**src/rtl/rfm_defines.svh**
```systemverilog
// Constants of the reference failover monitor: select codes, timing, tuning.
// Assumes a 100 MHz system clock; included by bare name from rtl/.
`ifndef RFM_DEFINES_SVH
`define RFM_DEFINES_SVH

// ****************************************************************
// Ratio select codes
// ****************************************************************
`define RFM_SEL_BYPASS      2'h0
`define RFM_SEL_HALF        2'h1
`define RFM_SEL_DOUBLE      2'h2
`define RFM_SEL_SIX         2'h3

// ****************************************************************
// Ratio numerator and denominator per code (REF:XTAL = num/den)
// ****************************************************************
`define RFM_NUM_HALF        3'h1
`define RFM_DEN_HALF        2'h2
`define RFM_NUM_DOUBLE      3'h2
`define RFM_DEN_DOUBLE      2'h1
`define RFM_NUM_SIX         3'h6
`define RFM_DEN_SIX         2'h1

// ****************************************************************
// Timing
// ****************************************************************
`define RFM_CLK_PERIOD_NS   10
`define RFM_FAIL_PERIODS    2
`define RFM_RECOVER_PERIODS 12
`define RFM_EXTRA_NS        25
// Longest extra time rounds down, least extra time rounds up, at least one cycle
`define RFM_FAIL_EXTRA_CYC  (((`RFM_EXTRA_NS / `RFM_CLK_PERIOD_NS) < 1) ? 1 : \
                             (`RFM_EXTRA_NS / `RFM_CLK_PERIOD_NS))
`define RFM_REC_EXTRA_CYC   ((`RFM_EXTRA_NS + `RFM_CLK_PERIOD_NS - 1) / `RFM_CLK_PERIOD_NS)

// ****************************************************************
// Tuning of the capacitor array
// ****************************************************************
`define RFM_CAPTURE_PPM     300
`define RFM_PPM_SCALE       1000000
`define RFM_TUNE_RESET      8'h80
`define RFM_TUNE_MAX        8'hFF
`define RFM_TUNE_MIN        8'h00

`endif

```
**src/rtl/rfm_pkg.sv**
```systemverilog
// Types of the reference failover monitor.
// Used by rfm_monitor; no state of its own.
package rfm_pkg;

  typedef enum logic [1:0] {RFM_FAIL, RFM_RECOVER, RFM_VALID} rfm_state_t;

  typedef struct packed {
    logic [2:0] num;
    logic [1:0] den;
  } rfm_ratio_t;

  typedef struct packed {
    logic bypass;
    logic tracking;
    logic ref_good;
    logic xtal_ok;
  } rfm_status_t;

  typedef struct packed {
    logic        edge_seen;
    logic [15:0] period;
    logic [15:0] gap;
  } rfm_meter_t;

endpackage : rfm_pkg

```
**src/rtl/rfm_edge_meter.sv**
```systemverilog
// Edge meter: synchronises one pin and measures the spacing of its rising edges.
// Assumes sys_clk is at least twice as fast as the measured clock.
`timescale 1ns/1ps
`default_nettype none

module rfm_edge_meter
  import rfm_pkg::*;
(
  input  wire logic       sys_clk,
  input  wire logic       nrst,
  input  wire logic       pin_in,
  output rfm_meter_t      meter
);

  logic        sync_a;
  logic        sync_b;
  logic        last;
  logic [15:0] gap;
  logic [15:0] period;
  logic [15:0] next_gap;
  logic [15:0] next_period;
  logic        rise;

  // ****************************************************************
  // Synchroniser and edge detect
  // ****************************************************************
  assign rise = sync_b && !last;

  always_comb
  begin
    next_period = period;
    if (rise)
    begin
      next_gap    = 16'h0000;
      next_period = gap + 16'h0001;
    end
    else if (gap != 16'hFFFF)
      next_gap = gap + 16'h0001;
    else
      next_gap = gap;   // Saturate so a stopped clock stays stopped
  end

  always_ff @(posedge sys_clk)
  begin
    if (!nrst)
    begin
      sync_a <= 1'b0;
      sync_b <= 1'b0;
      last   <= 1'b0;
      gap    <= 16'hFFFF;
      period <= 16'h0000;
    end
    else
    begin
      sync_a <= pin_in;
      sync_b <= sync_a;
      last   <= sync_b;
      gap    <= next_gap;
      period <= next_period;
    end
  end

  // One assignment for the whole struct: a variable takes a single continuous driver
  assign meter = '{edge_seen: rise, period: period, gap: gap};

endmodule // rfm_edge_meter

`default_nettype wire

```
**src/rtl/rfm_monitor.sv**
```systemverilog
// Reference failover monitor: reference selection, range check, valid flag
// and capacitor array tuning of the crystal oscillator.
// Assumes reference, crystal and feedback pins are asynchronous to sys_clk.
`timescale 1ns/1ps
`default_nettype none
`include "rfm_defines.svh"

// How it works
// - Select pin high routes the first reference, low routes the second.
// - Ratio code 00 bypasses both the loop and the tuned oscillator.
// - Codes 01, 10, 11 give reference-to-crystal ratios 1/2, 2 and 6.
// - Oscillator is tuned only while the divided reference is in capture range.
// - Valid flag high means a valid reference, low means failure.
// - Divided reference outside capture range drives the valid flag low.
// - Reference back in range clears the failure indication.
// - Stopped reference freezes tuning at last setting and flags failure.
// - Failure shown within two crystal periods plus 25 ns, or within BYPASS_TIMEOUT cycles in bypass.
// - Failure held at least twelve crystal periods plus 25 ns after recovery.
// - Capacitor array pulls the crystal about 300 ppm either way.
// - Tuning resumes by itself once the reference returns.
// - Loop is always clocked by the tuned oscillator, never by a reference.
module rfm_monitor
  import rfm_pkg::*;
#(
  parameter int unsigned XTAL_TIMEOUT   = 64,
  parameter int unsigned BYPASS_TIMEOUT = 1024
)
(
  input  wire logic        sys_clk,
  input  wire logic        nrst,
  input  wire logic        ref_first,
  input  wire logic        ref_second,
  input  wire logic        reference_select,
  input  wire logic [1:0]  ratio_select,
  input  wire logic        crystal_input,
  input  wire logic        feedback_input,
  input  wire logic        loop_clock,
  output logic             loop_input_clock,
  output logic [1:0]       first_bank_outputs,
  output logic [1:0]       second_bank_outputs,
  output logic [7:0]       cap_array_code,
  output logic             valid_reference,
  output rfm_status_t      status
);

  // ****************************************************************
  // Helpers
  // ****************************************************************
  function automatic rfm_ratio_t ratio_of(input logic [1:0] code);
    rfm_ratio_t r;
    r = '{num: 3'h0, den: 2'h0};
    unique case (code)
      `RFM_SEL_HALF:   r = '{num: `RFM_NUM_HALF,   den: `RFM_DEN_HALF};
      `RFM_SEL_DOUBLE: r = '{num: `RFM_NUM_DOUBLE, den: `RFM_DEN_DOUBLE};
      `RFM_SEL_SIX:    r = '{num: `RFM_NUM_SIX,    den: `RFM_DEN_SIX};
      `RFM_SEL_BYPASS: r = '{num: 3'h0,            den: 2'h0};
    endcase
    return r;
  endfunction

  // One cycle of slack covers the counting error of a single period
  function automatic logic in_band(input logic [18:0] a, input logic [18:0] b);
    logic [18:0] diff;
    logic [47:0] lhs;
    logic [47:0] rhs;
    diff = (a > b) ? (a - b) : (b - a);
    lhs  = 48'(diff) * 48'(`RFM_PPM_SCALE);
    rhs  = 48'(b) * 48'(`RFM_CAPTURE_PPM) + 48'(`RFM_PPM_SCALE);
    return lhs <= rhs;
  endfunction

  // ****************************************************************
  // Pin synchronisers
  // ****************************************************************
  logic [2:0] cfg_a;
  logic [2:0] cfg_b;

  always_ff @(posedge sys_clk)
  begin
    if (!nrst)
    begin
      cfg_a <= 3'h0;
      cfg_b <= 3'h0;
    end
    else
    begin
      cfg_a <= {reference_select, ratio_select};
      cfg_b <= cfg_a;
    end
  end

  logic       sel_first;
  logic [1:0] ratio_code;
  logic       bypass;
  rfm_ratio_t ratio;

  assign sel_first  = cfg_b[2];
  assign ratio_code = cfg_b[1:0];
  assign bypass     = (ratio_code == `RFM_SEL_BYPASS);
  assign ratio      = ratio_of(ratio_code);

  // ****************************************************************
  // Clock routing
  // ****************************************************************
  logic selected_ref;

  assign selected_ref     = sel_first ? ref_first : ref_second;
  // The loop never sees a reference, so reselecting cannot glitch it
  assign loop_input_clock = crystal_input;
  // Bypass changes are rare strap-like events; a runt pulse on change is accepted
  assign first_bank_outputs  = bypass ? {2{selected_ref}} : {2{loop_clock}};
  assign second_bank_outputs = bypass ? {2{selected_ref}} : {2{loop_clock}};

  // ****************************************************************
  // Measurement
  // ****************************************************************
  rfm_meter_t ref_m;
  rfm_meter_t xtl_m;
  rfm_meter_t fbk_m;

  rfm_edge_meter u_ref_meter (.sys_clk(sys_clk), .nrst(nrst), .pin_in(selected_ref),
                              .meter(ref_m));
  rfm_edge_meter u_xtl_meter (.sys_clk(sys_clk), .nrst(nrst), .pin_in(crystal_input),
                              .meter(xtl_m));
  rfm_edge_meter u_fbk_meter (.sys_clk(sys_clk), .nrst(nrst), .pin_in(feedback_input),
                              .meter(fbk_m));

  logic [18:0] ref_scaled;
  logic [18:0] xtl_scaled;
  logic [18:0] fail_limit;
  logic [23:0] recover_limit;
  logic        xtal_ok;
  logic        ref_lost;
  logic        range_ok;

  assign ref_scaled = 19'(ref_m.period) * 19'(ratio.num);
  assign xtl_scaled = 19'(xtl_m.period) * 19'(ratio.den);
  assign xtal_ok    = (xtl_m.period != 16'h0000) && (32'(xtl_m.gap) < XTAL_TIMEOUT);
  // The crystal period equals the reference period times the ratio
  assign fail_limit = bypass ? 19'(BYPASS_TIMEOUT)
                    : 19'(xtl_m.period) * 19'(`RFM_FAIL_PERIODS)
                      + 19'(`RFM_FAIL_EXTRA_CYC);
  assign recover_limit = 24'(xtl_m.period) * 24'(`RFM_RECOVER_PERIODS)
                       + 24'(`RFM_REC_EXTRA_CYC);
  assign ref_lost = (19'(ref_m.gap) >= fail_limit) || (!bypass && !xtal_ok);
  assign range_ok = bypass || in_band(ref_scaled, xtl_scaled);

  // ****************************************************************
  // Reference quality and valid flag
  // ****************************************************************
  rfm_state_t  state;
  rfm_state_t  next_state;
  logic        ref_good;
  logic        next_ref_good;
  logic [23:0] hold_cnt;
  logic [23:0] next_hold_cnt;
  logic        next_valid;

  always_comb
  begin
    next_ref_good = ref_good;
    if (ref_lost)
      next_ref_good = 1'b0;
    else if (ref_m.edge_seen && ref_m.period != 16'h0000)
      next_ref_good = range_ok;
  end

  always_comb
  begin
    next_state    = state;
    next_hold_cnt = hold_cnt;
    unique case (state)
      RFM_FAIL:
      begin
        next_hold_cnt = 24'h000000;
        if (ref_good)
          next_state = RFM_RECOVER;
      end
      RFM_RECOVER:
      begin
        if (!ref_good)
          next_state = RFM_FAIL;
        else if (hold_cnt >= recover_limit)
          next_state = RFM_VALID;
        else
          next_hold_cnt = hold_cnt + 24'h000001;
      end
      RFM_VALID:
      begin
        if (!ref_good)
          next_state = RFM_FAIL;
      end
    endcase
    next_valid = (next_state == RFM_VALID);
  end

  always_ff @(posedge sys_clk)
  begin
    if (!nrst)
    begin
      ref_good        <= 1'b0;
      state           <= RFM_FAIL;
      hold_cnt        <= 24'h000000;
      valid_reference <= 1'b0;
    end
    else
    begin
      ref_good        <= next_ref_good;
      state           <= next_state;
      hold_cnt        <= next_hold_cnt;
      valid_reference <= next_valid;
    end
  end

  // ****************************************************************
  // Capacitor array tuning
  // ****************************************************************
  logic       tracking;
  logic       step_up;
  logic       step_down;
  logic [7:0] next_code;

  // Frozen in bypass and whenever the reference is bad
  assign tracking = !bypass && ref_good && !ref_lost;
  always_comb
  begin
    step_up   = 1'b0;
    step_down = 1'b0;
    // A larger code raises the crystal frequency
    if (xtl_scaled > ref_scaled)
      step_up = 1'b1;
    else if (xtl_scaled < ref_scaled)
      step_down = 1'b1;
    else if (fbk_m.gap > (ref_m.period >> 1))
      step_up = 1'b1;   // Feedback lags the reference edge
    else if (fbk_m.gap != 16'h0000)
      step_down = 1'b1;
    next_code = cap_array_code;
    if (tracking && ref_m.edge_seen)
    begin
      if (step_up && cap_array_code != `RFM_TUNE_MAX)
        next_code = cap_array_code + 8'h01;
      else if (step_down && cap_array_code != `RFM_TUNE_MIN)
        next_code = cap_array_code - 8'h01;
    end
  end

  always_ff @(posedge sys_clk)
  begin
    if (!nrst)
      cap_array_code <= `RFM_TUNE_RESET;
    else
      cap_array_code <= next_code;
  end

  assign status = '{bypass: bypass, tracking: tracking, ref_good: ref_good, xtal_ok: xtal_ok};

  // ****************************************************************
  // Checks
  // ****************************************************************
  a_flag_tracks_state: assert property (@(posedge sys_clk) disable iff (!nrst)
    valid_reference == (state == RFM_VALID))
    else $error("valid flag disagrees with state");
  a_lost_drops_flag: assert property (@(posedge sys_clk) disable iff (!nrst)
    ref_lost |-> ##2 !valid_reference)
    else $error("flag still high two cycles after loss");
  a_out_of_range_fails: assert property (@(posedge sys_clk) disable iff (!nrst)
    (ref_m.edge_seen && ref_m.period != 16'h0000 && !range_ok && !ref_lost)
      |=> !ref_good ##1 !valid_reference)
    else $error("out of range reference not flagged");
  a_hold_before_valid: assert property (@(posedge sys_clk) disable iff (!nrst)
    $rose(valid_reference) |-> $past(hold_cnt) >= $past(recover_limit))
    else $error("valid asserted before recovery hold");
  a_freeze_on_loss: assert property (@(posedge sys_clk) disable iff (!nrst)
    !tracking |=> $stable(cap_array_code))
    else $error("tuning moved while not tracking");
  a_bypass_outputs: assert property (@(posedge sys_clk) disable iff (!nrst)
    bypass |-> first_bank_outputs == {2{selected_ref}}
               && second_bank_outputs == {2{selected_ref}})
    else $error("bypass outputs not from reference");
  a_bypass_no_tune: assert property (@(posedge sys_clk) disable iff (!nrst)
    bypass |-> !tracking)
    else $error("tuning active in bypass");
  a_loop_crystal: assert property (@(posedge sys_clk) disable iff (!nrst)
    loop_input_clock == crystal_input)
    else $error("loop input not the crystal");
  a_select_route: assert property (@(posedge sys_clk) disable iff (!nrst)
    $past(nrst, 2)
      |-> selected_ref == ($past(reference_select, 2) ? ref_first : ref_second))
    else $error("wrong reference routed");
  a_tune_step_one: assert property (@(posedge sys_clk) disable iff (!nrst)
    (tracking && ref_m.edge_seen && step_up && cap_array_code != `RFM_TUNE_MAX)
      |=> cap_array_code == $past(cap_array_code) + 8'h01)
    else $error("tuning step missing");

  c_recover: cover property (@(posedge sys_clk) disable iff (!nrst)
    state == RFM_RECOVER ##1 state == RFM_VALID);
  c_fail: cover property (@(posedge sys_clk) disable iff (!nrst) $fell(valid_reference));
  c_tune: cover property (@(posedge sys_clk) disable iff (!nrst) $changed(cap_array_code));
  c_bypass: cover property (@(posedge sys_clk) disable iff (!nrst) bypass && valid_reference);

endmodule // rfm_monitor

`default_nettype wire

```
**config.mk**
```make
export PLATFORM = sky130hd
export DESIGN_NAME = rfm_monitor
export DESIGN_NICKNAME = d
export VERILOG_FILES = /design/src/rtl/rfm_pkg.sv /design/src/rtl/rfm_edge_meter.sv /design/src/rtl/rfm_monitor.sv
export VERILOG_INCLUDE_DIRS = /design/src /design/src/rtl
export SDC_FILE = /design/constraint.sdc
export NUM_CORES = 1
export LEC_CHECK = 0
export BUFFER_PORTS_ARGS = -buffer_cell sky130_fd_sc_hd__clkbuf_2
export CAP_MARGIN = 20
export CORE_MARGIN = 4
export CORE_UTILIZATION = 45
export DETAILED_ROUTE_END_ITERATION = 8
export PLACE_DENSITY_LB_ADDON = 0.05
export SLEW_MARGIN = 30
export SYNTH_ARGS = -nofsm -noshare
export SYNTH_HDL_FRONTEND = slang
export SYNTH_HIERARCHICAL = 1
export SYNTH_SLANG_ARGS = --single-unit
```
**constraint.sdc**
```tcl
create_clock -name sys_clk -period 23.6 [get_ports sys_clk]
set_clock_uncertainty 0.2 [all_clocks]
set_input_delay 2.36 -clock sys_clk [delete_from_list [all_inputs] [get_ports sys_clk]]
set_output_delay 2.36 -clock sys_clk [all_outputs]
set_load 0.05 [all_outputs]
```
# Yosys cells after proc, flatten, opt, wreduce, memory -nomap -nowiden
# Cells that the tools add are included.
[word_totals]
reg_bits = 131
out_inout_bits = 18
word_cells = 119
[op_classes]
addsub = 11
multipliers = 5
magnitude_cmp = 8
n_eq_ne = 12
n_mux = 28
n_bitwise = 1
reduce_logical = 33
[ops]
columns = ["operator", "count"]
rows = [
  ["$mux W16", 6],
  ["$add A16 B1 Y16 const B", 3],
  ["$mux W24", 2],
  ["$ne A16 B16 Y1 const B", 3],
  ["$pmux W24 S2", 1],
  ["$reduce_bool A16 Y1", 3],
  ["$le A39 B28 Y1", 1],
  ["$mul A19 B14 Y33 const B", 1],
  ["$add A27 B20 Y28 const B", 1],
  ["$mul A18 B7 Y25 const B", 1],
  ["$add A24 B1 Y24 const B", 1],
  ["$ge A24 B21 Y1", 1],
  ["$add A20 B2 Y21 const B", 1],
  ["$pmux W5 S4", 1],
  ["$gt A18 B19 Y1", 1],
  ["$gt A19 B18 Y1", 1],
  ["$lt A18 B19 Y1", 1],
  ["$mul A16 B3 Y19", 1],
  ["$mux W19", 1],
  ["$sub A18 B19 Y19", 1],
  ["$sub A19 B18 Y19", 1],
  ["$add A17 B2 Y18 const B", 1],
  ["$ge A16 B18 Y1", 1],
  ["$mul A16 B2 Y18", 1],
  ["24 further kinds", 62],
]

# Depth between registers and ports, before layout
# Gate-level depths: netlist of the first run.
[depth]
word_depth = 9
depth_mapped = 59
ltp_nobuf = 54

# By module
# Netlist of the first run, hierarchy kept.
[modules_own_cells]
columns = ["mod", "n_inst", "cells_each", "area_each_um2"]
rows = [
  ["rfm_monitor", 1, 2011, 16092.9],
  ["rfm_edge_meter", 3, 170, 1511.4],
]

# Least setup slack after synthesis of the first run
# Ideal clock, no wire load.
[synth_timing]
path_kind = "register to register"
from = "register cfg_b[1]"
to = "register ref_good"
arrival_time_ps = 12635
required_ps = 23331
setup_slack_ps = 10696
path_stages_with_launch = 59
path_buffers = 6
path_cell_list = "dfxtp_1 -> clkbuf_1 -> nor2b_1 -> clkbuf_1 -> nand2_1 -> fa_1 -> inv_1 -> ha_1 -> a21o_1 -> a21oi_1 -> o21bai_1 -> a211oi_1 -> o31ai_1 -> o41ai_1 -> nor2b_1 -> o21a_1 -> o21ai_0 -> mux2_2 -> [23 not listed] -> inv_1 -> ha_1 -> a21oi_1 -> o21ai_0 -> or3_1 -> o21ai_1 -> o21bai_1 -> a21oi_1 -> xnor2_1 -> ha_1 -> a21oi_1 -> nor2b_1 -> o21ai_0 -> nand2b_1 -> a221o_1 -> or2_2 -> o311a_1 -> o21ai_1"
[synth_between]
elab_chain_cells = 8
[synth_rtl]
columns = ["element", "line_no", "rtl"]
rows = [
  ["start: declaration", "rfm_monitor.sv:76", "logic [2:0] cfg_b;"],
  ["start signal: assignment", "rfm_monitor.sv:88", "cfg_b <= cfg_a;"],
  ["$eq A2 B2 Y1 (tied with other cells)", "rfm_monitor.sv:52", "unique case (code)"],
  ["$pmux W5 S4", "rfm_monitor.sv:52", ""],
  ["$mul A16 B2 Y18 / $mul A16 B3 Y19 (equally long branches)", "rfm_monitor.sv:137, rfm_monitor.sv:136", ""],
  ["$sub A18 B19 Y19 (tied with other cells)", "rfm_monitor.sv:66", "diff = (a > b) ? (a - b) : (b - a);"],
  ["$mux W19", "rfm_monitor.sv:66", ""],
  ["$mul A19 B14 Y33", "rfm_monitor.sv:67", "lhs = 48'(diff) * 48'(`RFM_PPM_SCALE);"],
  ["$le A39 B28 Y1", "rfm_monitor.sv:69", "return lhs <= rhs;"],
  ["$logic_or A1 B1 Y1", "rfm_monitor.sv:146", "assign range_ok = bypass || in_band(ref_scaled, xtl_scaled);"],
  ["end signal: assignment", "rfm_monitor.sv:208", "ref_good <= next_ref_good;"],
  ["end: declaration", "rfm_monitor.sv:153", "logic ref_good;"],
]
# Several ways; a longest one is shown, not always the timed one.
# A chain may end at the register's enable or synchronous reset.

# Worst setup path after layout of the first run
# Ends and elaborated chain as after synthesis.

==> results.toml, run 1 <==
[synthesis]
yosys_warnings = 6
synth_nets = 2941
synth_cells = 2456
avgSynthCellArea_um2 = 8.17
synth_area_mm2 = 0.0201

[sta]
fmax_mhz = 68.1
setup_ws_ps = 8910
holdWs_ps = 233
finalCritPeriodShare_pct = 62.3
fin_crit_ps = 14690
worstMarginPinSlew_ps = 980
rsz0062_at_grt = "no"
timing.slew.headroom_pct = 34.2
hold_viol_final = 0
setup_tns_ps = 0
setup_viol = 0
slew_violations = 0

[critical_path]
rr_worst_depth = 54
required_ps = 23770
cp_top_family = "compound AO/OA/AOI/OAI gates"
cpMaxStageDelayCell = "a21oi_4"
cpPeakStageDelay_ps = 720
endpoint_kind = "flip-flop"
crit_type = "flip-flop to flip-flop"
r2r-start = "cfg_b[1]"
cp-start-kind = "flip-flop"
setup.worst_path.start = "cfg_b[1]"
r2r_slack_ps = 8910
cp.arrival_ps = 14860
critPathMaxFanout = 38
rr_endpoint = "ref_good"
timing.critical_path.buf_inv = 7

[clock_network]
insertion_delay_ps = 440
numCtsBuffers = 17
htree_levels = 4
cts.sink_count = 131
cts_tree = "built"
cts_resized = 0
cts_buffer_depth = 2
clock-root-buffer = "clkbuf_16"
postCtsSetupBuffers = 0
ctsHoldBuffers = 0
clk_pin_slew_ps = 70

[final_layout]
syn2layout_area_growth_pct = 6.44
final_util_pct = 48.4
fin_nets = 2930
final_common_cell = "ha_1"
n_antenna_cell = 0
final_cell_mix = "ha_1 (360), inv_1 (329), nand2_1 (161)"
drive_gt1_share_pct = 5.25

[die]
die_area_mm2 = 0.0480
die_w_um = 219
initial_core_util_pct = 45.5
ios = 28
core_area_mm2 = 0.0441
chipHeight_um = 219
rows = 77

[outcome]
status = "finished clean"

[run]
max-cap-violations = 0

[grt]
grt_pass1_wl_um = 86500
grt_max_degree = 64
grt_use_total_pct = 22.2
antenna_found_initial = 1
grt_pass1_vias = 16700
overflow = 0

[route]
postRouteAntennaNets = 0
dr.pass1.iters = 5
drt-total-wl_um = 52300
vias = 16700
via_per_inst = 5.47
drc = 0
wl_per_cell_um = 17.2
drt_iter0_drc = 887

[place]
io_buffers = 27
place.gp.congestion = 0.854
dp_slack_ps = 8670
hpwlAfterDp_um = 43000

[hold_path]
hold_depth = 1
min_from = "u_fbk_meter/sync_a"
hold_class = "flip-flop to flip-flop"
hold_path_end = "u_fbk_meter/sync_b"
routing by layer:
layer  track usage, %  part of all wire (%)
met5                0                     0
met2             37.7                    47
met4             6.36                   2.4
met1             29.5                    47
met3             3.09                   3.2
layout make-up:
class / count / area (um^2)
clock buffers: 22 / 474
repair buffers: 40 / 230
clock inverters: 10 / 100
well taps: 592 / 741
fillers: 4382 / 22800
inverters: 333 / 1250
multi-input cells: 1922 / 15900
flip-flops and latches: 131 / 2620
flip-flops by register name (all words and copies together), names as in the netlist:
name,flops
u_fbk_meter/sync_a,1
ref_good,1
cfg_a,3
hold_cnt,24
u_ref_meter/sync_a,1
u_xtl_meter/last,1
u_xtl_meter/gap,16
u_ref_meter/gap,16
u_fbk_meter/sync_b,1
u_xtl_meter/sync_b,1
u_xtl_meter/period,16
u_fbk_meter/last,1
valid_reference,1
cfg_b,3
u_ref_meter/last,1
cap_array_code,8
u_ref_meter/sync_b,1
u_ref_meter/period,16
u_xtl_meter/sync_a,1
state,2
u_fbk_meter/gap,16
worst max-delay path by stage:
stage                     depth (start not counted)  endpoint
after global routing                             48  ref_good
after CTS                                        48  ref_good
final                                            54  ref_good
after global placement                           53  ref_good
after floorplan                                  58  ref_good
after detailed placement                         48  ref_good
stage by stage:
step | cells | area [um^2]
finish | 3050 | 21400
global route | 3050 | 21400
CTS | 3049 | 21300
detailed placement | 3017 | 20700
global placement | 3017 | 20700
floorplan | 2456 | 20100
Power of run 1 is left out: the tool's default activity adds up to more than one toggle a clock period on the data nets, which glitch-free logic cannot reach.
==> run 2: changes to the inputs <==
--- a/config.mk
+++ b/config.mk
@@ -6,6 +6,7 @@
 export SDC_FILE = /design/constraint.sdc
 export NUM_CORES = 1
 export LEC_CHECK = 0
+export ABC_AREA = 1
 export BUFFER_PORTS_ARGS = -buffer_cell sky130_fd_sc_hd__clkbuf_2
 export CAP_MARGIN = 20
 export CORE_MARGIN = 4
==> constraint.sdc (replaced) <==
create_clock -name sys_clk -period 14.9 [get_ports sys_clk]
set_clock_uncertainty 0.2 [all_clocks]
set_input_delay 1.49 -clock sys_clk [delete_from_list [all_inputs] [get_ports sys_clk]]
set_output_delay 1.49 -clock sys_clk [all_outputs]
set_load 0.05 [all_outputs]
==> results.toml, run 2 <==
[route]
vias = 18600
wl_per_cell_um = 16.5
postRouteAntennaNets = 0
via_per_inst = 5.16
drt_iter0_drc = 1081
drc = 0
drt-total-wl_um = 59200
dr.pass1.iters = 5

[place]
dp_cells = 3567
io_buffers = 27
hpwlAfterDp_um = 50700
place.gp.congestion = 0.916

[sta]
timing.slew.headroom_pct = 42.0
finalCritPeriodShare_pct = 91.1
slew_violations = 0
rsz0062_at_grt = "no"
hold_viol_final = 0
worstMarginPinSlew_ps = 865
fin_crit_ps = 13570
fmax_mhz = 73.7
setup_tns_ps = 0
setup_viol = 0

[die]
rows = 78
die_w_um = 223
ios = 28
die_area_mm2 = 0.0499
chipHeight_um = 223
core_area_mm2 = 0.0457
initial_core_util_pct = 45.7

[synthesis]
synth_cells = 2979
synth_nets = 3464
synth_area_mm2 = 0.0209
avgSynthCellArea_um2 = 7.01
yosys_warnings = 6

[critical_path]
r2r_slack_ps = 1330
cpPeakStageDelay_ps = 720
crit_type = "flip-flop to flip-flop"
cpMaxStageDelayCell = "clkinv_1"
r2r-start = "cfg_b[1]"
critPathMaxFanout = 35
setup.worst_path.start = "cfg_b[1]"
endpoint_kind = "flip-flop"
crit_path_end = "ref_good"
rr_endpoint = "ref_good"
required_ps = 15110
cp-start-kind = "flip-flop"
cp.arrival_ps = 13780
critPathMostFrequentCell = "inv_1"
rr_worst_depth = 56

[final_layout]
fin_nets = 3471
largest_reg_flops = 24
n_antenna_cell = 0
syn2layout_area_growth_pct = 6.09
largest_register = "hold_cnt"
final_common_cell = "inv_1"
final_cell_mix = "inv_1 (596), nand2_1 (578), ha_1 (360)"
register_area_mm2 = 0.00262
final_util_pct = 48.5
layout.cells.non_filler = 3598
fillCellCount = 4689
multi_input_area_mm2 = 0.0157
drive_gt1_share_pct = 5.54

[grt]
grt_max_degree = 44
grt_pass1_wl_um = 96800
grt_use_total_pct = 23.8
overflow = 0
grt_pass1_vias = 18400
antenna_found_initial = 0

[clock_network]
clk_pin_slew_ps = 70
cts_buffer_depth = 2
cts_tree = "built"
ctsHoldBuffers = 0
cts_resized = 0
insertion_delay_ps = 450
numCtsBuffers = 17
htree_levels = 4
cts.sink_count = 131
postCtsSetupBuffers = 0
clock-root-buffer = "clkbuf_16"

[run]
max-cap-violations = 0

[hold_path]
hold_class = "flip-flop to flip-flop"
hold_depth = 2

[outcome]
status = "finished clean"
-- run 2: worst max-delay path: cells and delay by family, from the launching register on --
kind,cells,cell delay (ps)
buffers and inverters,10,1930
AND/OR/NAND/NOR,16,2920
adder cells (fa/ha/maj),11,4100
flip-flops,1,300
XOR/XNOR,3,1250
AO/OA/AOI/OAI,16,2790
-- run 2: worst min path at each step --
stage,startpoint,end,slack [ps]
floorplan,cfg_a[0],cfg_b[0],190
global placement,u_fbk_meter/sync_a,u_fbk_meter/sync_b,190
detailed placement,u_fbk_meter/sync_a,u_fbk_meter/sync_b,200
CTS,u_fbk_meter/sync_a,u_fbk_meter/sync_b,210
global route,u_xtl_meter/sync_a,u_xtl_meter/sync_b,230
finish,u_fbk_meter/sync_a,u_fbk_meter/sync_b,210
-- run 2: stage by stage --
step / cell area (um^2) / worst slack, ps / hold WS (ps)
CTS: 22200 / 1400 / 212
global route: 22200 / 211 / 235
global placement: 21600 / 1620 / 195
finish: 22200 / 1330 / 212
detailed placement: 21600 / 1440 / 197
floorplan: 20900 / 4480 / 190
-- run 2: layout make-up --
type	count	share of cell area [%]
Clock buffer	18	1.98
Clock inverter	13	0.717
Inverter	608	10.3
Multi-Input combinational cell	2196	71.0
Sequential cell	131	11.8
Tap cell	600	3.39
Timing Repair Buffer	32	0.779
-- run 2: routing by layer --
layer  up-vias  GRT usage [%]  share of wire (%)
met5         -              0                  0
met4         0           4.22                1.3
met3        51           2.91                3.2
met2       341           40.7                 47
met1      8611           32.7                 48
li1       9579              -                  -
Power of run 2 is left out for the same reason.
==> run 3: changes to the inputs <==
--- a/config.mk
+++ b/config.mk
@@ -9,6 +9,8 @@
 export ABC_AREA = 1
 export BUFFER_PORTS_ARGS = -buffer_cell sky130_fd_sc_hd__clkbuf_2
 export CAP_MARGIN = 20
+export CELL_PAD_IN_SITES_DETAIL_PLACEMENT = 0
+export CELL_PAD_IN_SITES_GLOBAL_PLACEMENT = 1
 export CORE_MARGIN = 4
 export CORE_UTILIZATION = 45
 export DETAILED_ROUTE_END_ITERATION = 8
==> results.toml, run 3 (synthesis results as in run 2) <==
[final_layout]
drive_gt1_share_pct = 5.56
fin_nets = 3474
largest_reg_flops = 24
syn2layout_area_growth_pct = 6.35
largest_register = "hold_cnt"
fillCellCount = 4754
n_antenna_cell = 0
final_common_cell = "inv_1"
final_cell_mix = "inv_1 (596), nand2_1 (578), ha_1 (360)"

[die]
die_area_mm2 = 0.0499
rows = 78
core_area_mm2 = 0.0457
chipHeight_um = 223
die_w_um = 223
initial_core_util_pct = 45.7
ios = 28

[critical_path]
r2r_slack_ps = 1730
cp-start-kind = "flip-flop"
r2r-start = "cfg_b[1]"
rr_endpoint = "ref_good"
cpMaxStageDelayCell = "nor2_1"
critPathMaxFanout = 35
crit_path_end = "ref_good"
setup.worst_path.start = "cfg_b[1]"
crit_type = "flip-flop to flip-flop"
cpPeakStageDelay_ps = 710
endpoint_kind = "flip-flop"
rr_worst_depth = 57
cp.arrival_ps = 13380
required_ps = 15120

[grt]
antenna_found_initial = 0
grt_use_total_pct = 23.4
grt_pass1_vias = 18000
grt_max_degree = 44
grt_pass1_wl_um = 95200
overflow = 0

[sta]
slew_violations = 0
setup_viol = 0
worstMarginPinSlew_ps = 965
fmax_mhz = 76.0
hold_viol_final = 0
rsz0062_at_grt = "no"
setup_tns_ps = 0
finalCritPeriodShare_pct = 88.4
timing.slew.headroom_pct = 35.4
fin_crit_ps = 13170

[route]
postRouteAntennaNets = 0
drt-total-wl_um = 58200
dr.pass1.iters = 5
drt_iter0_drc = 1176
drc = 0
vias = 18500
wl_per_cell_um = 16.2
via_per_inst = 5.12

[clock_network]
postCtsSetupBuffers = 0
clk_pin_slew_ps = 80
insertion_delay_ps = 470
ctsHoldBuffers = 0
cts_buffer_depth = 2
htree_levels = 4
cts_resized = 0
cts_tree = "built"
numCtsBuffers = 17
cts.sink_count = 131
clock-root-buffer = "clkbuf_16"

[place]
place.gp.congestion = 0.933
hpwlAfterDp_um = 49900
io_buffers = 27

[run]
max-cap-violations = 0

[hold_path]
hold_class = "flip-flop to flip-flop"

[outcome]
status = "finished clean"
-- run 3: cell count changes in the layout (fill, tap and decap cells not counted) --
cell	change
clkbuf_8	+1
nor4_2	-1
nor4_1	+1
buf_4	+3
clkbuf_1	+2
clkinvlp_4	-1
clkinv_4	+1
bufinv_16	+1
clkinv_2	-3
-- run 3: worst min path at each step --
| stage | cells after the start | to | startpoint | slack, ps |
|---|---|---|---|---|
| finish | 2 | u_fbk_meter/sync_b | u_fbk_meter/sync_a | 220 |
| global route | 2 | u_xtl_meter/sync_b | u_xtl_meter/sync_a | 240 |
| global placement | 2 | u_xtl_meter/sync_b | u_xtl_meter/sync_a | 200 |
| detailed placement | 2 | u_fbk_meter/sync_b | u_fbk_meter/sync_a | 200 |
| floorplan | 2 | cfg_b[0] | cfg_a[0] | 190 |
| CTS | 2 | u_fbk_meter/sync_b | u_fbk_meter/sync_a | 220 |
-- run 3: routing by layer --
| metal | part of all wire (%) | vias to the layer above | global-route usage (%) |
|---|---|---|---|
| met2 | 47 | 318 | 39.7 |
| li1 | - | 9581 | - |
| met4 | 1.5 | 0 | 4.45 |
| met3 | 2.8 | 44 | 2.57 |
| met5 | 0 | - | 0 |
| met1 | 49 | 8513 | 32.5 |
-- run 3: critical path, delay by kind of cell (launching register included) --
| kind | cells | cell delay, ps |
|---|---|---|
| flip-flops | 1 | 300 |
| buffers and inverters | 10 | 1840 |
| adder cells (fa/ha/maj) | 10 | 3860 |
| XOR/XNOR | 3 | 1080 |
| AND/OR/NAND/NOR | 20 | 3310 |
| AO/OA/AOI/OAI | 14 | 2520 |
-- run 3: through the flow --
step / worst slack, ps / utilization, % / hold slack [ps] / instances / cell area [um^2]
floorplan: 4480 / - / 190 / 2979 / 20900
global placement: 2010 / 47.3 / 199 / 3570 / 21600
detailed placement: 1770 / 47.3 / 204 / 3570 / 21600
CTS: 1750 / 48.6 / 219 / 3602 / 22200
global route: 463 / 48.6 / 236 / 3602 / 22200
finish: 1730 / 48.6 / 218 / 3602 / 22200
-- run 3: layout make-up --
type | count | area, um^2 | share of cell area [%]
repair buffers | 35 | 195 | 0.878
well taps | 600 | 751 | 3.38
multi-input cells | 2196 | 15700 | 70.8
clock buffers | 21 | 460 | 2.07
flip-flops and latches | 131 | 2620 | 11.8
clock inverters | 11 | 175 | 0.788
inverters | 608 | 2280 | 10.3
Power of run 3 is left out for the same reason.
